<file path="config.mk">
export PLATFORM = sky130hd
export DESIGN_NAME = psw_exec_state
export DESIGN_NICKNAME = d
export VERILOG_FILES = /design/src/logic/psw_pkg.sv /design/src/logic/exec_state_if.sv /design/src/logic/exec_state_track.sv /design/src/logic/psw_exec_state.sv
export SDC_FILE = /design/constraint.sdc
export NUM_CORES = 1
export LEC_CHECK = 0
export BUFFER_PORTS_ARGS = -buffer_cell sky130_fd_sc_hd__buf_2
export CORE_AREA = 5 5 105 107
export DETAILED_ROUTE_END_ITERATION = 12
export DIE_AREA = 0 0 110 112
export GPL_TIMING_DRIVEN = 0
export HOLD_SLACK_MARGIN = 0.02
export PLACE_DENSITY = 0.71
export SKIP_LAST_GASP = 1
export SLEW_MARGIN = 30
export SYNTH_ARGS = -nofsm -noshare
export SYNTH_HDL_FRONTEND = slang
export SYNTH_SLANG_ARGS = --single-unit
</file>
<file path="constraint.sdc">
create_clock -name clk -period 1.63 [get_ports clk]
set_input_delay 0.326 -clock clk [delete_from_list [all_inputs] [get_ports clk]]
set_output_delay 0.326 -clock clk [all_outputs]
set_load 0.02 [all_outputs]
</file>
<file path="src/logic/psw_pkg.sv">
// Constants for the program status execution-state block
//
// Behaviour
// RULE1: Branch to even target clears state bit
// RULE2: Exception return reloads state bit from stack
// RULE3: Entry or reset loads state bit from vector
// RULE4: Executing with state bit clear faults or locks
// RULE5: State bits shown only in combined/execution views
// RULE6: Bits 23:16 and 9:6 read zero
// RULE7: Resumable/conditional state split over 15:10, 26:25
// RULE8: Interrupted multiple transfer records next register
// RULE9: Return resumes transfer at recorded register
// RULE10: Bits 11:10 zero while holding transfer state
// RULE11: Track conditional block of up to four
// RULE12: Active exception number in bits 5:0
// RULE13: Software writes to state fields are ignored
`default_nettype none
package psw_pkg;

    // ------------------------------------------------------------
    // Register offsets
    // ------------------------------------------------------------
    localparam logic [7:0] OFS_COMBINED   = 8'h00;
    localparam logic [7:0] OFS_EXEC_VIEW  = 8'h04;
    localparam logic [7:0] OFS_INT_VIEW   = 8'h08;
    localparam logic [7:0] OFS_CONTROL    = 8'h0c;
    localparam logic [7:0] OFS_STATUS     = 8'h10;

    // ------------------------------------------------------------
    // Field positions
    // ------------------------------------------------------------
    localparam int STATE_HI_MSB  = 26;
    localparam int STATE_HI_LSB  = 25;
    localparam int ISA_POS       = 24;
    localparam int STATE_LO_MSB  = 15;
    localparam int STATE_LO_LSB  = 10;
    localparam int EXC_NUM_MSB   = 5;
    localparam int CTRL_LOCK_POS = 0;
    localparam int STAT_LOCK_POS = 0;
    localparam int STAT_IT_POS   = 1;

    // ------------------------------------------------------------
    // Reset values
    // ------------------------------------------------------------
    localparam logic       ISA_RST     = 1'b1;
    localparam logic [7:0] STATE_RST   = 8'h00;
    localparam logic [5:0] EXC_NUM_RST = 6'h00;

    // ------------------------------------------------------------
    // Exception numbers
    // ------------------------------------------------------------
    localparam logic [5:0] EXC_THREAD  = 6'h00;
    localparam logic [5:0] EXC_NMI     = 6'h02;
    localparam logic [5:0] EXC_HARD    = 6'h03;
    localparam logic [5:0] EXC_IRQ0    = 6'h10;
    localparam logic [5:0] EXC_IRQ_MAX = 6'h3b;

    // Kind of program-counter write that may change the state bit
    typedef enum logic [1:0]
    {
        BR_NONE,
        BR_EXCHANGE,
        BR_LINK_EXCHANGE,
        BR_STACK_RESTORE
    } branch_kind_e;

endpackage
`default_nettype wire

</file>
<file path="src/logic/exec_state_if.sv">
// Carrier between the status word block and its state tracker
`timescale 1ns/100ps
`default_nettype none
interface exec_state_if;
    logic       mt_suspend;   // Interrupt stops a multiple transfer
    logic [3:0] mt_next_reg;  // Next register operand of that transfer
    logic       mt_done;      // Multiple transfer completed
    logic       it_start;     // 16-bit if-then issued
    logic [7:0] it_value;     // Condition and mask of that if-then
    logic       it_advance;   // One block instruction retired
    logic       restore;      // Exception return reload
    logic [7:0] restore_value;
    logic [7:0] state;        // Resumable or conditional state
    logic       resume_valid; // Resume a transfer after return
    logic [3:0] resume_reg;

    modport ctrl
    (
        output mt_suspend, mt_next_reg, mt_done, it_start, it_value,
        output it_advance, restore, restore_value,
        input  state, resume_valid, resume_reg
    );
    modport track
    (
        input  mt_suspend, mt_next_reg, mt_done, it_start, it_value,
        input  it_advance, restore, restore_value,
        output state, resume_valid, resume_reg
    );
endinterface
`default_nettype wire

</file>
<file path="src/logic/exec_state_track.sv">
// Tracker of the resumable-transfer or conditional-block state
`timescale 1ns/100ps
`default_nettype none
module exec_state_track
    import psw_pkg::*;
(
    input  wire logic   clk,
    input  wire logic   rstn,
    exec_state_if.track es
);

    logic [7:0] state_ff;
    logic [7:0] nxt_state;
    logic       resume_ff;
    logic [3:0] resume_reg_ff;
    logic       restored_xfer;

    // ------------------------------------------------------------
    // Next state
    // ------------------------------------------------------------
    // Transfer state has the low four bits clear and the upper four bits nonzero
    assign restored_xfer = (es.restore_value[3:0] == 4'h0) && (es.restore_value[7:4] != 4'h0);

    // Return beats suspend beats if-then beats advance
    always_comb
    begin
        nxt_state = state_ff;
        if (es.restore)
            nxt_state = es.restore_value;                     // RULE9
        else if (es.mt_suspend)
            nxt_state = {es.mt_next_reg, 4'h0};               // RULE8 RULE10
        else if (es.it_start)
            nxt_state = es.it_value;                          // RULE11
        else if (es.it_advance)
        begin
            if (state_ff[2:0] == 3'h0)
                nxt_state = STATE_RST;                        // RULE11
            else
                nxt_state = {state_ff[7:5], state_ff[3:0], 1'b0};
        end
        else if (es.mt_done)
            nxt_state = STATE_RST;
    end

    // State register
    always_ff @(posedge clk or negedge rstn)
    begin
        if (!rstn)
            state_ff <= STATE_RST;
        else
            state_ff <= nxt_state;                            // RULE7
    end

    // Resume request after return into a suspended transfer
    always_ff @(posedge clk or negedge rstn)
    begin
        if (!rstn)
        begin
            resume_ff     <= 1'b0;
            resume_reg_ff <= 4'h0;
        end
        else
        begin
            resume_ff <= es.restore && restored_xfer;        // RULE9
            if (es.restore && restored_xfer)
                resume_reg_ff <= es.restore_value[7:4];      // RULE9
        end
    end

    assign es.state        = state_ff;
    assign es.resume_valid = resume_ff;
    assign es.resume_reg   = resume_reg_ff;

endmodule
`default_nettype wire

</file>
<file path="src/logic/psw_exec_state.sv">
// Execution and interrupt state of the program status word
`timescale 1ns/100ps
`default_nettype none
module psw_exec_state
    import psw_pkg::*;
(
    input  wire logic        clk,
    input  wire logic        rstn,
    // AHB-Lite slave
    input  wire logic        hsel,
    input  wire logic [31:0] haddr,
    input  wire logic [1:0]  htrans,
    input  wire logic        hwrite,
    input  wire logic [2:0]  hsize,
    input  wire logic [31:0] hwdata,
    input  wire logic        hready,
    output logic      [31:0] hrdata,
    output logic             hreadyout,
    output logic             hresp,
    // Program counter writes
    input  wire logic        branch_valid,
    input  wire logic [1:0]  branch_kind,
    input  wire logic [31:0] branch_target,
    // Exception entry and reset vector fetch
    input  wire logic        vector_valid,
    input  wire logic [31:0] vector_value,
    input  wire logic [5:0]  entry_number,
    // Exception return
    input  wire logic        return_valid,
    input  wire logic [31:0] stacked_status_word,
    input  wire logic [5:0]  return_number,
    // Instruction execution
    input  wire logic        exec_attempt,
    input  wire logic        mt_suspend,
    input  wire logic [3:0]  mt_next_reg,
    input  wire logic        mt_done,
    input  wire logic        it_start,
    input  wire logic [7:0]  it_value,
    input  wire logic        it_advance,
    // Core-facing results
    output logic [31:0]      program_status_word,
    output logic             state_fault,
    output logic             lockup,
    output logic             resume_valid,
    output logic [3:0]       resume_reg,
    output logic             in_it_block,
    output logic [3:0]       it_cond
);

    // ------------------------------------------------------------
    // Declarations
    // ------------------------------------------------------------
    logic        isa_ff;
    logic [5:0]  exc_num_ff;
    logic        fault_ff;
    logic        lockup_ff;
    logic        lock_sel_ff;
    logic [31:0] psw_ff;
    logic        resume_ff;
    logic [3:0]  resume_reg_ff;
    logic        in_it_ff;
    logic [3:0]  it_cond_ff;
    logic        wr_pend_ff;
    logic [7:0]  wr_addr_ff;
    logic [31:0] hrdata_ff;
    logic        hreadyout_ff;
    logic        hresp_ff;
    logic        nxt_isa;
    logic [5:0]  nxt_exc_num;
    logic        is_exchange;
    logic        bad_exec;
    logic        escalate;
    logic        bus_take;
    logic [31:0] rd_mux;
    logic [31:0] combined_view;
    logic [31:0] exec_view;
    logic [31:0] int_view;
    logic [7:0]  stacked_state;

    exec_state_if es ();

    // ------------------------------------------------------------
    // State tracker
    // ------------------------------------------------------------
    // Stacked word gives back both halves of the split state field
    assign stacked_state = {stacked_status_word[STATE_LO_MSB:STATE_LO_LSB],
                            stacked_status_word[STATE_HI_MSB:STATE_HI_LSB]};

    // Core events routed to the tracker
    assign es.mt_suspend    = mt_suspend;
    assign es.mt_next_reg   = mt_next_reg;
    assign es.mt_done       = mt_done;
    assign es.it_start      = it_start;
    assign es.it_value      = it_value;
    assign es.it_advance    = it_advance;
    assign es.restore       = return_valid;
    assign es.restore_value = stacked_state;

    exec_state_track u_track
    (
        .clk  (clk),
        .rstn (rstn),
        .es   (es.track)
    );

    // ------------------------------------------------------------
    // Instruction-set state bit
    // ------------------------------------------------------------
    // Only exchange-style program counter writes touch the bit
    assign is_exchange = branch_valid && (branch_kind != BR_NONE);

    // Vector load beats return beats branch
    always_comb
    begin
        nxt_isa = isa_ff;
        if (vector_valid)
            nxt_isa = vector_value[0];                        // RULE3
        else if (return_valid)
            nxt_isa = stacked_status_word[ISA_POS];           // RULE2
        else if (is_exchange)
            nxt_isa = branch_target[0];                       // RULE1
    end

    // State bit register, only core events change it
    always_ff @(posedge clk or negedge rstn)
    begin
        if (!rstn)
            isa_ff <= ISA_RST;
        else
            isa_ff <= nxt_isa;                                // RULE13
    end

    // ------------------------------------------------------------
    // Active exception number
    // ------------------------------------------------------------
    // Entry takes the new number, return takes the one below
    always_comb
    begin
        nxt_exc_num = exc_num_ff;
        if (vector_valid)
            nxt_exc_num = entry_number;                       // RULE12
        else if (return_valid)
            nxt_exc_num = return_number;                      // RULE12
    end

    // Exception number register
    always_ff @(posedge clk or negedge rstn)
    begin
        if (!rstn)
            exc_num_ff <= EXC_NUM_RST;
        else
            exc_num_ff <= nxt_exc_num;
    end

    // ------------------------------------------------------------
    // Fault and lockup on a cleared state bit
    // ------------------------------------------------------------
    // No instruction may run while the bit is clear
    assign bad_exec = exec_attempt && !isa_ff;
    // Already in the top handlers, or software chose lockup
    assign escalate = lock_sel_ff || (exc_num_ff == EXC_HARD) || (exc_num_ff == EXC_NMI);

    // Fault request pulse
    always_ff @(posedge clk or negedge rstn)
    begin
        if (!rstn)
            fault_ff <= 1'b0;
        else
            fault_ff <= bad_exec && !escalate;                // RULE4
    end

    // Lockup holds until reset
    always_ff @(posedge clk or negedge rstn)
    begin
        if (!rstn)
            lockup_ff <= 1'b0;
        else if (bad_exec && escalate)
            lockup_ff <= 1'b1;                                // RULE4
    end

    // ------------------------------------------------------------
    // Status views
    // ------------------------------------------------------------
    // Combined view carries state bit, split field and number
    always_comb
    begin
        combined_view = 32'h0000_0000;                        // RULE6
        combined_view[STATE_HI_MSB:STATE_HI_LSB] = es.state[1:0];
        combined_view[ISA_POS] = isa_ff;
        combined_view[STATE_LO_MSB:STATE_LO_LSB] = es.state[7:2];
        combined_view[EXC_NUM_MSB:0] = exc_num_ff;
    end

    // Execution view drops the number, interrupt view keeps only it
    always_comb
    begin
        exec_view = combined_view;                            // RULE5
        exec_view[EXC_NUM_MSB:0] = 6'h00;
        int_view = 32'h0000_0000;
        int_view[EXC_NUM_MSB:0] = exc_num_ff;                 // RULE5 RULE12
    end

    // Combined word registered for the core
    always_ff @(posedge clk or negedge rstn)
    begin
        if (!rstn)
            psw_ff <= {7'h00, ISA_RST, 24'h00_0000};
        else
            psw_ff <= combined_view;
    end

    // Conditional block and resume outputs registered
    always_ff @(posedge clk or negedge rstn)
    begin
        if (!rstn)
        begin
            resume_ff     <= 1'b0;
            resume_reg_ff <= 4'h0;
            in_it_ff      <= 1'b0;
            it_cond_ff    <= 4'h0;
        end
        else
        begin
            resume_ff     <= es.resume_valid;                 // RULE9
            resume_reg_ff <= es.resume_reg;
            in_it_ff      <= (es.state[3:0] != 4'h0);         // RULE11
            it_cond_ff    <= es.state[7:4];
        end
    end

    // ------------------------------------------------------------
    // AHB-Lite slave
    // ------------------------------------------------------------
    // Address phase accepted on a selected non-idle transfer
    assign bus_take = hsel && htrans[1] && hready;

    // Read mux; unmapped addresses read zero
    always_comb
    begin
        case (haddr[7:0])
            OFS_COMBINED:  rd_mux = combined_view;
            OFS_EXEC_VIEW: rd_mux = exec_view;
            OFS_INT_VIEW:  rd_mux = int_view;
            OFS_CONTROL:   rd_mux = {31'h0, lock_sel_ff};
            OFS_STATUS:    rd_mux = {30'h0, in_it_ff, lockup_ff};
            default:       rd_mux = 32'h0000_0000;
        endcase
        if (haddr[31:8] != 24'h00_0000)
            rd_mux = 32'h0000_0000;
    end

    // Read data captured in the address phase, valid in data phase
    always_ff @(posedge clk or negedge rstn)
    begin
        if (!rstn)
            hrdata_ff <= 32'h0000_0000;
        else if (bus_take && !hwrite)
            hrdata_ff <= rd_mux;
    end

    // Write address phase remembered for the data phase
    always_ff @(posedge clk or negedge rstn)
    begin
        if (!rstn)
        begin
            wr_pend_ff <= 1'b0;
            wr_addr_ff <= 8'h00;
        end
        else if (hready)
        begin
            wr_pend_ff <= bus_take && hwrite && (haddr[31:8] == 24'h00_0000);
            wr_addr_ff <= haddr[7:0];
        end
    end

    // Only the control word is writable; status fields stay put
    always_ff @(posedge clk or negedge rstn)
    begin
        if (!rstn)
            lock_sel_ff <= 1'b0;
        else if (wr_pend_ff && (wr_addr_ff == OFS_CONTROL))
            lock_sel_ff <= hwdata[CTRL_LOCK_POS];             // RULE13
    end

    // Zero wait states, always OKAY
    always_ff @(posedge clk or negedge rstn)
    begin
        if (!rstn)
        begin
            hreadyout_ff <= 1'b1;
            hresp_ff     <= 1'b0;
        end
        else
        begin
            hreadyout_ff <= 1'b1;
            hresp_ff     <= 1'b0;
        end
    end

    // ------------------------------------------------------------
    // Outputs
    // ------------------------------------------------------------
    assign hrdata              = hrdata_ff;
    assign hreadyout           = hreadyout_ff;
    assign hresp               = hresp_ff;
    assign program_status_word = psw_ff;
    assign state_fault         = fault_ff;
    assign lockup              = lockup_ff;
    assign resume_valid        = resume_ff;
    assign resume_reg          = resume_reg_ff;
    assign in_it_block         = in_it_ff;
    assign it_cond             = it_cond_ff;

endmodule
`default_nettype wire

</file>
==> flow_summary_export.csv <==
group,metric,value,unit
detailed_routing,drt_iter0_markers,97,
timing,skew,0.0149,ns
synth,syn_area,3030,um^2
clocking,cts_root_buffer,"clkbuf_8",
clocking,cts_sinks,68,
run_status,status,"complete, but fails checks",
synth,yosys-top-cells-area,"dfrtp_1 55%, buf_4 9.9%, nand2_1 5.2%, mux2_2 4.8%, o21ai_0 3.1%",
floorplanning,ios,282,
critical_path,worst-path-max-fanout,2,
timing,clock.fmax,0.568,GHz
power_and_ir_drop,swShare,26.5,%
timing,fin_tns_setup,-0.131,ns
floorplanning,initial_core_util,30.1,%
critical_path,critPathLaunchType,"register",
critical_path,cp_top_family,"simple AND/OR/NAND/NOR gates",
global_route,grt_antenna_before_repair,0,
timing,fin_crit_sh,108,%
power_and_ir_drop,pwr-share-comb,15.9,%
synth,ys_warn_count,0,
timing,max_slew.worst_pin.slew,0.757,ns
critical_path,path_buf_inv,0,
floorplanning,std_cell_rows,37,
finish,areaGrowthSynthToFinish,39.8,%
clocking,clkLatencyLatePin,0.34,ns
power_and_ir_drop,p_leak,2.15,nW
timing,fin_crit,1.76,ns
floorplanning,dieArea,12300,um^2
critical_path,worstPathArrival,1.98,ns
clocking,htreeDepth,3,
flow_run,cap_viol_max_count,0,
global_route,grt-ovfl-total,0,
global_route,grt_max_degree,48,
synth,post-synth-top-area-cell,"dfrtp_1",
run_status,violations,"setup timing",
synth,syn_avg_cell_area,10.9,um^2
power_and_ir_drop,pwr-share-seq,45.8,%
floorplanning,chipHeight,112,um
synth,yosysSeqAreaShare,56.3,%
detailed_routing,vias,2501,
power_and_ir_drop,powerDensity,987,nW/um^2
timing,setup_viol,1,
synth,ys_seq_elements,68,
placement,gp_congestion,0.804,
detailed_routing,drc,0,
timing,rsz0062_at_grt,"true",
timing,worst_slack,-0.131,ns
finish,largest_reg_flops,15,
finish,multi_input_area,1110,um^2
power_and_ir_drop,p_int,0.00307,W
timing,drv_slew,0,
global_route,grt_pass1_vias,2566,
detailed_routing,postRouteAntennaNets,0,
power_and_ir_drop,peakVddDrop,374,uV
detailed_routing,post_drt_via_cell_ratio,4.24,
clocking,numCtsBuffers,9,
critical_path,required,1.85,ns
critical_path,worstSetupPathType,"register to register",
clocking,cts.path.max_buffers,2,
floorplanning,coreArea,10000,um^2
finish,regArea,1700,um^2
synth,ys_types,40,
timing,worst_hold_slack,0.187,ns
timing,slew_headroom,49.5,%
critical_path,critical-path-slowest-cell,"or4b_1",
min_path,hp-class,"primary input to register",
synth,synthDominantCellAreaShare,54.5,%
finish,nFillCells,992,
finish,final_net_count,653,
placement,portBuffers,123,
synth,synth_edf_count,0,
critical_path,crit_path_cell_trace,"or4b_1, or4_4, mux2_4",
global_route,grt_pass1_wl,12500,um
synth,synthFlopType,"dfrtp_1",
critical_path,max_stage_delay,0.53,ns
floorplanning,fp.dieW,110,um
clocking,tritoncts,"yes",
detailed_routing,post_drt_wl_per_cell,13.8,um
power_and_ir_drop,p_sw,0.00111,W
finish,drive_above_1_share,43.8,%
finish,n_antenna_cell,0,
synth,syn_inst,278,
synth,async_reset_ff_share,100,%
detailed_routing,wirelength,8170,um
timing,hold_viol,0,
global_route,grt_usage,13.1,%
detailed_routing,drtPass1Iterations,6,
critical_path,crit_path_end_kind,"register",
placement,dp_hpwl,6510,um
power_and_ir_drop,clockPowerShare,38.3,%
clocking,cts.reportedPaths.clkPinSlew,0.09,ns
through the flow:
step                utilization (%)  instances  area [um^2]  worst slack [ns]  power [W]
floorplan                         -        312         3160           -0.0422    0.00232
CTS                            42.1        590         4230            -0.125    0.00424
finish                         42.1        590         4230            -0.131    0.00418
global placement               39.2        571         3940            -0.433    0.00259
global route                   42.1        590         4230            -0.159    0.00439
detailed placement             39.5        572         3970            -0.453    0.00262
cell usage in the layout (no fill, tap or decap), types with 2 or more instances in the layout:
cell / n
nor3b_1: 3
nor2_1: 11
mux2i_1: 8
inv_1: 4
a22oi_1: 3
or4_1: 4
nand2b_1: 3
a21oi_1: 6
buf_2: 122
nor4_1: 9
a221o_1: 3
buf_1: 2
clkinvlp_4: 2
nand4_1: 3
mux2_2: 13
dfrtp_1: 66
o21ai_0: 19
buf_4: 42
nand2_1: 42
bufinv_16: 2
clkbuf_1: 6
o31ai_1: 4
dfstp_2: 2
conb_1: 36
nor3_1: 2
nor2b_1: 2
a221oi_1: 3
clkbuf_8: 11
cell families (layout without fill, tap and decap cells):
group	Yosys count	after routing	share of synthesized area [%]
multiplexers	22	22	7.85
other	2	36	0.248
AND/OR/NAND/NOR	87	87	14.3
flip-flops	68	68	56.3
buffers and inverters	53	195	11.5
AO/OA/AOI/OAI	46	46	9.75
power groups by stage:
| stage | combinational, W | sequential, W | clock [W] |
|---|---|---|---|
| 6_report | 0.000666 | 0.00191 | 0.00160 |
| 2_1_floorplan | 0.000319 | 0.00200 | 0 |
| 5_1_grt | 0.000731 | 0.00194 | 0.00172 |
| 3_5_place_dp | 0.000665 | 0.00195 | 0 |
| 3_3_place_gp | 0.000646 | 0.00194 | 0 |
| 4_1_cts | 0.000670 | 0.00192 | 0.00165 |
cell usage after synthesis (2+ instances only):
cell type	count
buf_1	2
nor3_1	2
a22oi_1	3
nand2_1	42
nor2b_1	2
o31ai_1	4
nor2_1	11
a221o_1	3
or4_1	5
dfrtp_1	66
nand2b_1	3
nor4_1	9
a21oi_1	6
dfstp_2	2
inv_1	4
nand4_1	3
mux2i_1	8
buf_4	40
o21ai_0	19
conb_1	2
nor3b_1	3
clkbuf_1	7
a221oi_1	3
mux2_2	13
final timing paths:
| path | from | to | slack, ns | cells past startpoint |
|---|---|---|---|---|
| min in group asynchronous | rstn | exc_num_ff[2] | 0.42 | 2 |
| setup / recovery | wr_addr_ff[7] | lock_sel_ff | -0.13 | 3 |
| setup reg to reg | wr_addr_ff[7] | lock_sel_ff | -0.13 | 3 |
| max in group asynchronous | rstn | isa_ff | 0.62 | 3 |
| hold / removal | entry_number[4] | exc_num_ff[4] | 0.19 | 3 |
| hold reg to reg | u_track.es.resume_valid | resume_valid | 0.36 | 0 |
layout make-up:
class	count	area share (%)
buffer	49	7.92
clock buffer	11	3.58
clock inverter	5	1.98
inverter	4	0.355
multi-input combinational	191	26.2
sequential	68	40.3
tap	136	4.02
timing repair buffer	126	15.7
timing repair:
item	in CTS	in global routing
hold endpoints to repair	21	0
resized for setup	2	2
buffers inserted	1	0
setup endpoints to repair	10	6
pin swaps	1	1
hold buffers	1	0
per-layer routing:
layer	track usage, %	up-vias	part of all wire [%]
met3	4.87	6	9.2
met5	0	-	0
met2	21.7	109	48
met1	15.7	1138	41
li1	-	1248	-
met4	4.24	0	1.2
worst register-to-register path, stage by stage (launching register included):
cell	delay [ns]
dfrtp_1	0.38
or4b_1	0.53
or4_4	0.44
mux2_4	0.31
(Power assumes the default switching activity.)
